==> config.mk <==
export PLATFORM = sky130hd
export DESIGN_NAME = pho_holdover
export DESIGN_NICKNAME = d
export VERILOG_FILES = /design/src/rtl/pho_pkg.sv /design/src/rtl/pho_freq_mon.sv /design/src/rtl/pho_holdover.sv
export VERILOG_INCLUDE_DIRS = /design/src /design/src/rtl
export SDC_FILE = /design/constraint.sdc
export NUM_CORES = 1
export LEC_CHECK = 0
export ABC_AREA = 1
export BUFFER_PORTS_ARGS = -buffer_cell sky130_fd_sc_hd__buf_2
export CAP_MARGIN = 20
export CORE_ASPECT_RATIO = 1.4
export CORE_UTILIZATION = 35
export CTS_BUF_LIST = sky130_fd_sc_hd__clkbuf_8
export DETAILED_ROUTE_END_ITERATION = 10
export GPL_TIMING_DRIVEN = 0
export MAX_ROUTING_LAYER = met4
export SYNTH_ARGS = -nofsm -noshare
export SYNTH_HDL_FRONTEND = slang
export SYNTH_SLANG_ARGS = --single-unit
==> constraint.sdc <==
create_clock -name i_clk -period 2.5 [get_ports i_clk]
set_clock_uncertainty 0.15 [all_clocks]
set_input_delay 0.625 -clock i_clk [delete_from_list [all_inputs] [get_ports i_clk]]
set_output_delay 0.625 -clock i_clk [all_outputs]
set_load 0.02 [all_outputs]
==> src/rtl/pho_map.svh <==
`ifndef PHO_MAP_SVH
`define PHO_MAP_SVH

// register offsets
`define PHO_A_LOCK_DET    10'h018
`define PHO_A_LOCK_PIN    10'h01a
`define PHO_A_REF_SEL     10'h01c
`define PHO_A_HOLDOVER    10'h01d
`define PHO_A_DIV0        10'h191
`define PHO_A_DIV1        10'h194
`define PHO_A_DIV2        10'h197
`define PHO_A_DIV3        10'h19a
`define PHO_A_ROUTE       10'h0f0
`define PHO_A_STATUS      10'h0f1

// field positions
`define PHO_B_LD_CNT_LO   5
`define PHO_B_LD_WIN      4
`define PHO_B_LD_DIS      3
`define PHO_B_LP_MODE_HI  5
`define PHO_B_LP_MON_EXT  6
`define PHO_B_RS_AUTO     4
`define PHO_B_RS_PREF     3
`define PHO_B_RS_BUF_LO   1
`define PHO_B_HO_CMP      3
`define PHO_B_HO_EXT      1
`define PHO_B_HO_EN       0
`define PHO_B_DIV_IGN     6

// reset values
`define PHO_RST_CFG       8'h00

// encodings
`define PHO_LP_MODE_CS    6'h04

// lock detect cycle counts per counter code
`define PHO_LD_CNT_C0     8'd5
`define PHO_LD_CNT_C1     8'd16
`define PHO_LD_CNT_C2     8'd64
`define PHO_LD_CNT_C3     8'd255

// frequency monitor limits, in i_clk cycles between edges
`define PHO_FM_REF_NORM   16'd400
`define PHO_FM_REF_EXT    16'd4000
`define PHO_FM_OSC        16'd100

`endif

==> src/rtl/pho_pkg.sv <==
`default_nettype none
package pho_pkg;
  typedef enum logic [1:0] {
    PHO_RUN,
    PHO_HOLD,
    PHO_REARM
  } pho_state_t;
  typedef enum logic [1:0] {
    PHO_RT_INT_VCO,
    PHO_RT_DIST_ONLY,
    PHO_RT_EXT_VCO,
    PHO_RT_EXT_ZDM
  } pho_route_t;
endpackage
`default_nettype wire

==> src/rtl/pho_freq_mon.sv <==
`timescale 1ns/1ps
`default_nettype none
// flags a slow input when no edge arrives within i_limit cycles
module pho_freq_mon #(
  parameter int W = 16
) (
  input  wire logic         i_clk,
  input  wire logic         i_reset_n,
  input  wire logic         i_edge,
  input  wire logic [W-1:0] i_limit,
  output logic              o_below
);
  logic [W-1:0] cnt_reg;

  always_ff @(posedge i_clk or negedge i_reset_n) begin
    if (!i_reset_n) begin
      cnt_reg <= '0;
    end else if (i_edge) begin
      cnt_reg <= '0;
    end else if (cnt_reg < i_limit) begin
      cnt_reg <= cnt_reg + 1'b1;
    end
  end

  always_ff @(posedge i_clk or negedge i_reset_n) begin
    if (!i_reset_n) begin
      o_below <= 1'b0;
    end else if (i_edge) begin
      o_below <= 1'b0;
    end else if (cnt_reg >= i_limit) begin
      o_below <= 1'b1;
    end
  end
endmodule
`default_nettype wire

==> src/rtl/pho_holdover.sv <==
// The plain strobed port was chosen for this implementation.
`timescale 1ns/1ps
`default_nettype none
`include "pho_map.svh"
module pho_holdover
  import pho_pkg::*;
#(
  parameter int AW = 10,
  parameter int FW = 16,
  parameter logic [FW-1:0] REF_NORM = `PHO_FM_REF_NORM,
  parameter logic [FW-1:0] REF_EXT  = `PHO_FM_REF_EXT,
  parameter logic [FW-1:0] OSC_LIM  = `PHO_FM_OSC
) (
  input  wire logic          i_clk,
  input  wire logic          i_reset_n,
  input  wire logic [AW-1:0] i_addr,
  input  wire logic [7:0]    i_wdata,
  input  wire logic          i_wr,
  input  wire logic          i_rd,
  output logic      [7:0]    o_rdata,
  input  wire logic          i_resync_n,
  input  wire logic          i_ref_one,
  input  wire logic          i_ref_two,
  input  wire logic          i_ref_sel_two,
  input  wire logic          i_vco,
  input  wire logic          i_clk_input,
  input  wire logic          i_lock_status_pin,
  input  wire logic          i_pd_in_lock_win,
  input  wire logic          i_pd_over_unlock,
  output logic               o_charge_pump_tristate,
  output logic               o_b_counter_reset,
  output logic               o_digital_lock_indicator,
  output logic               o_lock_pin_src,
  output logic               o_lock_pin_sink,
  output logic      [5:0]    o_lock_pin_mode,
  output logic               o_window_high_range,
  output logic               o_lock_detect_off,
  output logic               o_auto_switchover,
  output logic               o_prefer_ref_two,
  output logic      [1:0]    o_ref_buf_en,
  output logic      [3:0]    o_chan_outputs_off,
  output logic               o_ref_one_slow,
  output logic               o_ref_two_slow,
  output logic               o_osc_slow,
  output logic               o_pll_off,
  output logic               o_fb_from_clk_input,
  output logic               o_ext_zero_delay
);
  logic [7:0] ld_cfg_reg;
  logic [7:0] lp_cfg_reg;
  logic [7:0] rs_cfg_reg;
  logic [7:0] ho_cfg_reg;
  logic [7:0] div_cfg_reg [4];
  logic [1:0] route_reg;
  logic [8:0] s1_reg;
  logic [8:0] s2_reg;
  logic [8:0] s3_reg;
  logic [7:0] win_cnt_reg;
  logic       dld_reg;
  logic       tri_reg;
  logic       brst_reg;
  logic [3:0] off_reg;
  pho_state_t state_reg;
  pho_state_t state_next;
  pho_route_t route;
  logic       sync_s;
  logic       sync_fall;
  logic       reference_input_one_edge;
  logic       reference_input_two_edge;
  logic       ref_edge;
  logic       vco_edge;
  logic       cki_edge;
  logic       lock_s;
  logic       in_win_s;
  logic       over_s;
  logic       ho_en;
  logic       manual;
  logic       cmp_en;
  logic       lock_sensed;
  logic       enter;
  logic       release_ok;
  logic [7:0] win_target;

  function automatic logic [7:0] lock_count(input logic [1:0] code);
    unique case (code)
      2'b00:   lock_count = `PHO_LD_CNT_C0;
      2'b01:   lock_count = `PHO_LD_CNT_C1;
      2'b10:   lock_count = `PHO_LD_CNT_C2;
      2'b11:   lock_count = `PHO_LD_CNT_C3;
    endcase
  endfunction

  // register writes
  always_ff @(posedge i_clk or negedge i_reset_n) begin
    if (!i_reset_n) begin
      ld_cfg_reg <= `PHO_RST_CFG;
      lp_cfg_reg <= `PHO_RST_CFG;
      rs_cfg_reg <= `PHO_RST_CFG;
      ho_cfg_reg <= `PHO_RST_CFG;
      route_reg  <= 2'h0;
      for (int i = 0; i < 4; i++) begin
        div_cfg_reg[i] <= `PHO_RST_CFG;
      end
    end else if (i_wr) begin
      unique case (i_addr)
        `PHO_A_LOCK_DET: ld_cfg_reg <= i_wdata;
        `PHO_A_LOCK_PIN: lp_cfg_reg <= i_wdata;
        `PHO_A_REF_SEL:  rs_cfg_reg <= i_wdata;
        `PHO_A_HOLDOVER: ho_cfg_reg <= i_wdata;
        `PHO_A_DIV0:     div_cfg_reg[0] <= i_wdata;
        `PHO_A_DIV1:     div_cfg_reg[1] <= i_wdata;
        `PHO_A_DIV2:     div_cfg_reg[2] <= i_wdata;
        `PHO_A_DIV3:     div_cfg_reg[3] <= i_wdata;
        `PHO_A_ROUTE:    route_reg <= i_wdata[1:0];
        default: ;
      endcase
    end
  end

  // register reads, one cycle later
  always_ff @(posedge i_clk or negedge i_reset_n) begin
    if (!i_reset_n) begin
      o_rdata <= 8'h00;
    end else if (i_rd) begin
      unique case (i_addr)
        `PHO_A_LOCK_DET: o_rdata <= ld_cfg_reg;
        `PHO_A_LOCK_PIN: o_rdata <= lp_cfg_reg;
        `PHO_A_REF_SEL:  o_rdata <= rs_cfg_reg;
        `PHO_A_HOLDOVER: o_rdata <= ho_cfg_reg;
        `PHO_A_DIV0:     o_rdata <= div_cfg_reg[0];
        `PHO_A_DIV1:     o_rdata <= div_cfg_reg[1];
        `PHO_A_DIV2:     o_rdata <= div_cfg_reg[2];
        `PHO_A_DIV3:     o_rdata <= div_cfg_reg[3];
        `PHO_A_ROUTE:    o_rdata <= {6'h00, route_reg};
        `PHO_A_STATUS:   o_rdata <= {o_osc_slow, o_ref_two_slow,
                                     o_ref_one_slow, dld_reg,
                                     lock_sensed, tri_reg,
                                     state_reg == PHO_REARM,
                                     state_reg == PHO_HOLD};
        default:         o_rdata <= 8'h00;
      endcase
    end else begin
      o_rdata <= 8'h00;
    end
  end

  always_ff @(posedge i_clk or negedge i_reset_n) begin
    if (!i_reset_n) begin
      s1_reg <= 9'h001;
      s2_reg <= 9'h001;
      s3_reg <= 9'h001;
    end else begin
      s1_reg <= {i_pd_over_unlock, i_pd_in_lock_win, i_lock_status_pin,
                 i_clk_input, i_vco, i_ref_sel_two, i_ref_two,
                 i_ref_one, i_resync_n};
      s2_reg <= s1_reg;
      s3_reg <= s2_reg;
    end
  end

  assign sync_s    = s2_reg[0];
  assign sync_fall = s3_reg[0] & ~s2_reg[0];
  assign reference_input_one_edge = s2_reg[1] & ~s3_reg[1];
  assign reference_input_two_edge = s2_reg[2] & ~s3_reg[2];
  assign vco_edge  = s2_reg[4] & ~s3_reg[4];
  assign cki_edge  = s2_reg[5] & ~s3_reg[5];
  assign lock_s    = s2_reg[6];
  assign in_win_s  = s2_reg[7];
  assign over_s    = s2_reg[8];
  assign ref_edge  = s2_reg[3] ? reference_input_two_edge : reference_input_one_edge;

  assign ho_en   = ho_cfg_reg[`PHO_B_HO_EN];
  assign manual  = ho_cfg_reg[`PHO_B_HO_EXT];
  assign cmp_en  = ho_cfg_reg[`PHO_B_HO_CMP];
  assign lock_sensed = cmp_en ? lock_s : 1'b1;

  assign enter = ho_en && state_reg == PHO_RUN &&
                 (manual ? sync_fall : !lock_sensed);
  assign release_ok = ref_edge && (!manual || sync_s);

  always_comb begin
    state_next = state_reg;
    unique case (state_reg)
      PHO_RUN: begin
        if (enter) begin
          state_next = PHO_HOLD;
        end
      end
      PHO_HOLD: begin
        if (release_ok) begin
          state_next = manual ? PHO_RUN : PHO_REARM;
        end
      end
      PHO_REARM: begin
        // wait for sensed lock before re-arming
        if (lock_sensed) begin
          state_next = PHO_RUN;
        end
      end
      default: state_next = PHO_RUN;
    endcase
    if (!ho_en) begin
      state_next = PHO_RUN;
    end
  end

  always_ff @(posedge i_clk or negedge i_reset_n) begin
    if (!i_reset_n) begin
      state_reg <= PHO_RUN;
    end else begin
      state_reg <= state_next;
    end
  end

  always_ff @(posedge i_clk or negedge i_reset_n) begin
    if (!i_reset_n) begin
      tri_reg  <= 1'b0;
      brst_reg <= 1'b0;
    end else begin
      tri_reg  <= state_next == PHO_HOLD;
      brst_reg <= ho_en && state_reg == PHO_HOLD && release_ok;
    end
  end

  assign o_charge_pump_tristate = tri_reg | enter;
  assign o_b_counter_reset      = brst_reg;

  assign win_target = lock_count(ld_cfg_reg[`PHO_B_LD_CNT_LO +: 2]);
  always_ff @(posedge i_clk or negedge i_reset_n) begin
    if (!i_reset_n) begin
      win_cnt_reg <= 8'h00;
      dld_reg     <= 1'b0;
    end else if (ld_cfg_reg[`PHO_B_LD_DIS]) begin
      win_cnt_reg <= 8'h00;
      dld_reg     <= 1'b0;
    end else if (ref_edge) begin
      if (over_s) begin
        win_cnt_reg <= 8'h00;
        dld_reg     <= 1'b0;
      end else if (in_win_s) begin
        if (win_cnt_reg < win_target) begin
          win_cnt_reg <= win_cnt_reg + 8'h01;
        end
        if (win_cnt_reg + 8'h01 >= win_target) begin
          dld_reg <= 1'b1;
        end
      end else begin
        win_cnt_reg <= 8'h00;
      end
    end
  end
  assign o_digital_lock_indicator = dld_reg;
  assign o_lock_detect_off = ld_cfg_reg[`PHO_B_LD_DIS];
  assign o_window_high_range = ~ld_cfg_reg[`PHO_B_LD_WIN];

  assign o_lock_pin_mode = lp_cfg_reg[`PHO_B_LP_MODE_HI:0];
  assign o_lock_pin_src  = (o_lock_pin_mode == `PHO_LP_MODE_CS) & dld_reg;
  assign o_lock_pin_sink = (o_lock_pin_mode == `PHO_LP_MODE_CS) & ~dld_reg;

  assign o_auto_switchover = rs_cfg_reg[`PHO_B_RS_AUTO];
  assign o_prefer_ref_two  = rs_cfg_reg[`PHO_B_RS_PREF];
  assign o_ref_buf_en      = rs_cfg_reg[`PHO_B_RS_BUF_LO +: 2];

  // divider outputs off while pin low, except where the divider's ignore bit is set
  always_ff @(posedge i_clk or negedge i_reset_n) begin
    if (!i_reset_n) begin
      off_reg <= 4'h0;
    end else begin
      for (int i = 0; i < 4; i++) begin
        off_reg[i] <= !div_cfg_reg[i][`PHO_B_DIV_IGN] && !sync_s;
      end
    end
  end
  assign o_chan_outputs_off = off_reg;

  assign route               = pho_route_t'(route_reg);
  assign o_pll_off           = route == PHO_RT_DIST_ONLY;
  assign o_fb_from_clk_input = route == PHO_RT_EXT_VCO;
  assign o_ext_zero_delay    = route == PHO_RT_EXT_ZDM;

  logic [FW-1:0] ref_lim;
  assign ref_lim = lp_cfg_reg[`PHO_B_LP_MON_EXT] ? REF_EXT : REF_NORM;

  pho_freq_mon #(.W(FW)) u_mon_reference_input_one (
    .i_clk     (i_clk),
    .i_reset_n (i_reset_n),
    .i_edge    (reference_input_one_edge),
    .i_limit   (ref_lim),
    .o_below   (o_ref_one_slow)
  );
  pho_freq_mon #(.W(FW)) u_mon_reference_input_two (
    .i_clk     (i_clk),
    .i_reset_n (i_reset_n),
    .i_edge    (reference_input_two_edge),
    .i_limit   (ref_lim),
    .o_below   (o_ref_two_slow)
  );
  // oscillator monitor follows clock input when routed
  pho_freq_mon #(.W(FW)) u_mon_osc (
    .i_clk     (i_clk),
    .i_reset_n (i_reset_n),
    .i_edge    (route == PHO_RT_INT_VCO ? vco_edge : cki_edge),
    .i_limit   (OSC_LIM),
    .o_below   (o_osc_slow)
  );
endmodule
`default_nettype wire

-- Word-level counts from Yosys, hierarchy flattened
Index checks and enable logic that the tools add are counted.
- bits of input ports: 31
- output and inout port bits: 35
- register bits after elaboration: 166
- equality and inequality tests: 21
- $add $sub $neg: 4
- muxes and demuxes: 36
- magnitude comparators: 8
- bitwise logic cells: 15
- reductions and logical operators: 40
- operators with widths (kind ; number):
    16-bit two-way mux ; 6
    8-bit one-hot mux with 10 select lines ; 1
    16-bit by 1-bit adder with 16-bit output, second input constant ; 3
    8-bit two-way mux ; 6
    10-bit by 5-bit equality test with 1-bit output, second input constant ; 4
    10-bit by 9-bit equality test with 1-bit output, second input constant ; 4
    16-bit by 12-bit greater-or-equal comparator with 1-bit output ; 2
    16-bit by 12-bit less-than comparator with 1-bit output ; 2
    8-bit one-hot mux with 4 select lines ; 1
    10-bit by 8-bit equality test with 1-bit output, second input constant ; 2
    2-bit AND reduction ; 10
    16-bit by 7-bit greater-or-equal comparator with 1-bit output, second input constant ; 1
    16-bit by 7-bit less-than comparator with 1-bit output, second input constant ; 1
    1-bit two-way mux ; 15
    2-bit nonzero test ; 7
    12-bit two-way mux ; 1
    2-bit equality test, second input constant ; 5
    2-bit two-way mux ; 5
    1-bit logical AND ; 9
    8-bit by 1-bit adder with 8-bit output, second input constant ; 1
    2-bit by 1-bit equality test with 1-bit output, second input constant ; 4
    8-bit greater-or-equal comparator ; 1
    8-bit less-than comparator ; 1
    1-bit bitwise AND ; 7
    other kinds (10) ; 25

-- Logic depth before layout (Yosys ltp)
- depth in word-level cells: 8
- mapped depth: 14

-- Hierarchy
From an unflattened synthesis, not the netlist that was laid out.
- cells, all modules: 1400
- area total of the unflattened synthesis: 10627.7 um^2
- modules (own cells, without submodules) (module ; cells an instance ; seq. area each (um^2) ; instances ; area each (um^2)):
    pho_holdover ; 698 ; 2856.5 ; 1 ; 5841.9
    pho_freq_mon ; 234 ; 425.4 ; 3 ; 1595.3

-- Least setup slack after synthesis
Ideal clock, no wire load.
- kind: flip-flop to flip-flop
- start point: register ld_cfg_reg[5]
- end point: register win_cnt_reg[4]
- cell stages (with the launch flop): 13
- library setup time: 0.126 ns
- period minus slack after synthesis: 2.099 ns
- slack: 0.401 ns
- arrival: 1.824 ns
- cells stage by stage: dfrtp_1 -> ha_1 -> inv_1 -> ha_1 -> a21oi_1 -> nor2_1 -> nor3_1 -> nand2_1 -> nand2_1 -> nand2_2 -> buf_4 -> nand2_1 -> o21ai_0
- longest elaborated chain between the ends: 5
- elaborated cells on any way between the ends: 8
- classes of those cells: 1 x order compare; 4 x eq/ne; 1 x mux; 2 x reduce/logical
- RTL lines (what ; line ; source):
    from (decl) ; pho_holdover.sv:49 ; logic [7:0] ld_cfg_reg;
    from (signal assigned) ; pho_holdover.sv:96 ; ld_cfg_reg <= `PHO_RST_CFG;
    from (signal assigned) ; pho_holdover.sv:106 ; `PHO_A_LOCK_DET: ld_cfg_reg <= i_wdata;
    2-bit equality test, or another cell as far along ; pho_holdover.sv:85 ; unique case (code)
    8-bit one-hot mux with 4 select lines (*) ; pho_holdover.sv:85 ;
    8-bit less-than comparator (*) ; pho_holdover.sv:241 ; if (win_cnt_reg < win_target) begin
    4-bit by 2-bit != test with 1-bit output (no source line) (*) ; n/a ;
    2-bit AND reduction (no source line) (*) ; n/a ;
    to (signal assigned) ; pho_holdover.sv:242 ; win_cnt_reg <= win_cnt_reg + 8'h01;
    to (decl) ; pho_holdover.sv:58 ; logic [7:0] win_cnt_reg;
Mark *: on every way between the ends. The rest lies on a longest branch, timed or not.
A chain may end at the register's enable or synchronous reset.

-- Worst setup path in the final report
- start point: register lp_cfg_reg[2]
- end point: output o_lock_pin_src
- longest elaborated chain between the ends: 2
- RTL lines (what ; line ; source):
    from (decl) ; pho_holdover.sv:50 ; logic [7:0] lp_cfg_reg;
    from (signal assigned) ; pho_holdover.sv:97 ; lp_cfg_reg <= `PHO_RST_CFG;
    from (signal assigned) ; pho_holdover.sv:107 ; `PHO_A_LOCK_PIN: lp_cfg_reg <= i_wdata;
    6-bit by 3-bit equality test with 1-bit output (no source line) ; n/a ;
    1-bit bitwise AND ; pho_holdover.sv:257 ; assign o_lock_pin_src = (o_lock_pin_mode == `PHO_LP_MODE_CS) & dld_reg;
    to (decl) ; pho_holdover.sv:33 ; output logic o_lock_pin_src,
Every way passes these cells.

==> results.md <==
* Run status: complete, no violations
* Final cycle utilization of the critical path at 0.977
* Starting density of the core at 0.358
* Height of the die at 188 um
* Origin of the critical flop-to-flop path: ld_cfg_reg[5]
* Post-placement cell count at 1428
* Cell area after placement at 9370 um^2
* Ratio of cells with drive above 1 in the final layout at 0.163
* Number of optimization iterations in the first detailed-route pass at 6
* TritonCTS clock tree: built
* Final Net Count at 1211
* Most Crowded Layer GR: met2
* Met1 Usage GRT at 0.217
* Via-to-Cell Ratio at 4.86
* Die outline area at 25300 um^2
* Net count after synthesis at 1122
* Slew of the pin with the lowest slew margin at 768 ps
* Layout Cells excl Fill at 1464
* Netlist cell types at 42
* Avg Inst Size Synth at 8.19 um^2
* IR drop worst, VDD at 0.000318 V
* Count of vias placed by the detailed router at 7115
* # Max-Cap Violations at 0
* Number of H-tree branching levels at 4
* Placement row count at 67
* Clock slew at the register clock pins of the worst setup and hold paths at 80 ps
* Latest clock arrival within the worst-skew pair at 470 ps
* Slowest cell on crit path: sky130_fd_sc_hd__dfrtp_1
* Root cell of the clock tree: sky130_fd_sc_hd__clkbuf_8
* Initial antenna violation count at 0
* Global routing usage on met3 at 0.0327
* Total I/O pin count at 66
* Crit start category: flop
* Design area at 9820 um^2
* Clock group share of total power at 0.354
* Tightest hold margin at 107 ps
* CP Launch Point: lp_cfg_reg[2]
* Power density over the cells at 539 nW/um^2
* Number of max-slew violations in the final report at 0
* Type of the worst setup path: reg -> out
* Netlist area before placement at 8620 um^2
* Final routed DRC violation total at 0
* Cells on Worst Hold Path at 1
* Number of endpoints with negative hold slack in the final report at 0
* Sink count of the clock tree at 165
* First-pass GRT wire length at 35900 um
* Remaining global-route overflow at 0
* Net Switching at 1.43 mW
* Met2 Resource Use GR at 0.317
* Floorplan die width at 135 um
* Final-report setup violation count at 0
* Number of flip-flops under the largest register name at 32
* Count of input and output buffers at 64
* Maximum fanout encountered on the critical timing path at 3
* Final RePlAce weighted congestion at 0.904
* Int Pwr at 3.87 mW
* DPL Wire Length at 16200 um
* Number of fill cells in the layout at 2455
* Finished Core Util at 0.408
* Final routed wire length divided by cell count at 14.8 um
* Sequential Power Share at 0.545
* CP cell instances: inv_1, nor4_2, nand3_2, nor2_1, buf_4
* Worst stage delay on the critical path at 370 ps
* Gate count after technology mapping at 1053
* Hold Crit Class: in -> reg
* Vias in the first global route at 7093
* Yosys synthesis warning count at 0
* Critical Path AT at 1670 ps
* Flip-flop and latch count after synthesis at 165
* Antenna Cells at 0
* Initial drt markers at 403
* Maximum number of pins on one net before global-route repair at 123
* Largest buffer count on any clock path at 2
* Area added between synthesis and finish at 13.9%
* Total buffers and inverters traversed by the critical path at 2
* Combinational fraction of design power at 0.101
* Total Routed Length at 21700 um
* Aggregate global-route resource usage at 0.189
* Static Leakage at 4.79 nW
* Fraction of power spent switching nets at 0.269
* TritonCTS buffer count at 17
* Post-route antenna net violation count at 0
* Cell family contributing the most delay on the critical path: simple AND/OR/NAND/NOR gates
* Highest attainable clock frequency at 409 MHz
* Post-layout min period at 2440 ps
* FF-to-FF path depth at 14
* Nature of the critical path endpoint: primary output
* Area of the placeable core at 24100 um^2
* Stages on the worst setup path at 5
* Portion of the post-synthesis area used by sequential elements at 0.479
* Origin of the worst min-delay path: i_resync_n
* Minimum setup slack among reg-to-reg paths at 210 ps
* Relative slew slack at 0.483
* Required time worst endpoint at 1730 ps
==> placed cells by master, fill, tap and decap left out, drive strengths merged, types with 2 or more instances in the layout <==
cell type  netlist  layout
or2              3       3
a31o             3       3
ha              38      38
o21a             7       7
a21oi           21      21
nor3            15      15
xor2            14      14
nor4             4       4
dfstp            3       3
nor2           119     119
inv            131     134
clkinvlp         0       3
nand3           92      92
clkbuf           4      22
o21ai          110     110
nand3b           2       2
clkinv           2       7
bufinv           0       2
buf             24      93
nand4           34      34
nand2          255     255
dfrtp          162     162
==> layout make-up <==
| type | instances | area [um^2] | share of cell area |
|---|---|---|---|
| plain buffers | 28 | 190 | 0.0194 |
| clock buffers | 19 | 262 | 0.0266 |
| clock inverters | 12 | 116 | 0.0118 |
| inverters | 133 | 507 | 0.0516 |
| multi-input cells | 727 | 3820 | 0.389 |
| flip-flops and latches | 165 | 4140 | 0.421 |
| well taps | 310 | 388 | 0.0395 |
| repair buffers | 69 | 395 | 0.0402 |
| repair inverters | 1 | 7.51 | 0.000764 |
==> synth_stat cells (all sizes together) <==
| master | count | area (um^2) |
|---|---|---|
| inv | 131 | 492 |
| o311ai | 1 | 8.76 |
| nor2 | 119 | 519 |
| buf | 24 | 174 |
| o211ai | 1 | 12.5 |
| nand4 | 34 | 213 |
| a31o | 3 | 26.3 |
| nand3b | 2 | 15.0 |
| nand2 | 255 | 982 |
| or2 | 3 | 18.8 |
| xor2 | 14 | 123 |
| nor3 | 15 | 85.1 |
| o21a | 7 | 52.6 |
| nor3b | 1 | 7.51 |
| dfstp | 3 | 78.8 |
| nor4 | 4 | 25.0 |
| nand3 | 92 | 495 |
| o21bai | 1 | 7.51 |
| clkinv | 2 | 7.51 |
| xnor2 | 1 | 8.76 |
| o31ai | 1 | 7.51 |
| o21ai | 110 | 584 |
| ha | 38 | 475 |
| o2111ai | 1 | 8.76 |
| a31oi | 1 | 6.26 |
| a21oi | 21 | 105 |
| a21boi | 1 | 7.51 |
| clkbuf | 4 | 15.0 |
| a32oi | 1 | 8.76 |
| dfrtp | 162 | 4050 |
==> worst paths after layout <==
check                                                        to
setup / recovery                                 o_lock_pin_src
hold / removal                                        s1_reg[0]
max in group asynchronous                       div_cfg_reg[24]
hold reg to reg                                       s2_reg[4]
min in group asynchronous  u_mon_reference_input_two.cnt_reg[2]
setup reg to reg                                 win_cnt_reg[5]
==> routing by layer <==
metal,wire length (um),share of wire,up-vias
met5,0,0,-
met4,725,0.033,0
met3,702,0.032,39
met2,11000,0.51,145
met1,9190,0.42,3326
li1,-,-,3605
==> through the flow <==
step / TNS (ps) / total power [mW] / setup slack, ps
2_1_floorplan: 0 / 3.24 / 401
3_3_place_gp: -321590 / 3.45 / -1990
3_5_place_dp: -16.1 / 3.47 / -16.1
4_1_cts: 0 / 5.38 / 1.48
5_1_grt: -57.9 / 5.59 / -37.7
6_report: 0 / 5.30 / 57.7
==> logic make-up after synthesis <==
kind of cell / Yosys count / share of synthesized area
AND/OR/NAND/NOR: 525 / 0.274
flip-flops: 165 / 0.479
buffers and inverters: 161 / 0.0798
AO/OA/AOI/OAI: 149 / 0.0969
adder cells (fa/ha/maj): 38 / 0.0551
XOR/XNOR: 15 / 0.0152
==> power by group through the flow <==
stage	clock network (mW)	logic, mW	registers [mW]
final	1.88	0.535	2.89
after global routing	2.07	0.619	2.90
after CTS	1.95	0.542	2.88
after detailed placement	0	0.539	2.94
after global placement	0	0.520	2.93
after floorplan	0	0.331	2.91
==> what timing repair did <==
action,4_1_cts,5_1_grt
pin swaps,1,2
cloned,0,1
buffers inserted,0,3
gates resized for setup,3,14
hold endpoints to repair,43,0
hold buffers,1,0
endpoints found under the setup margin,6,28
Note: power is estimated with default switching activity, not from simulation.
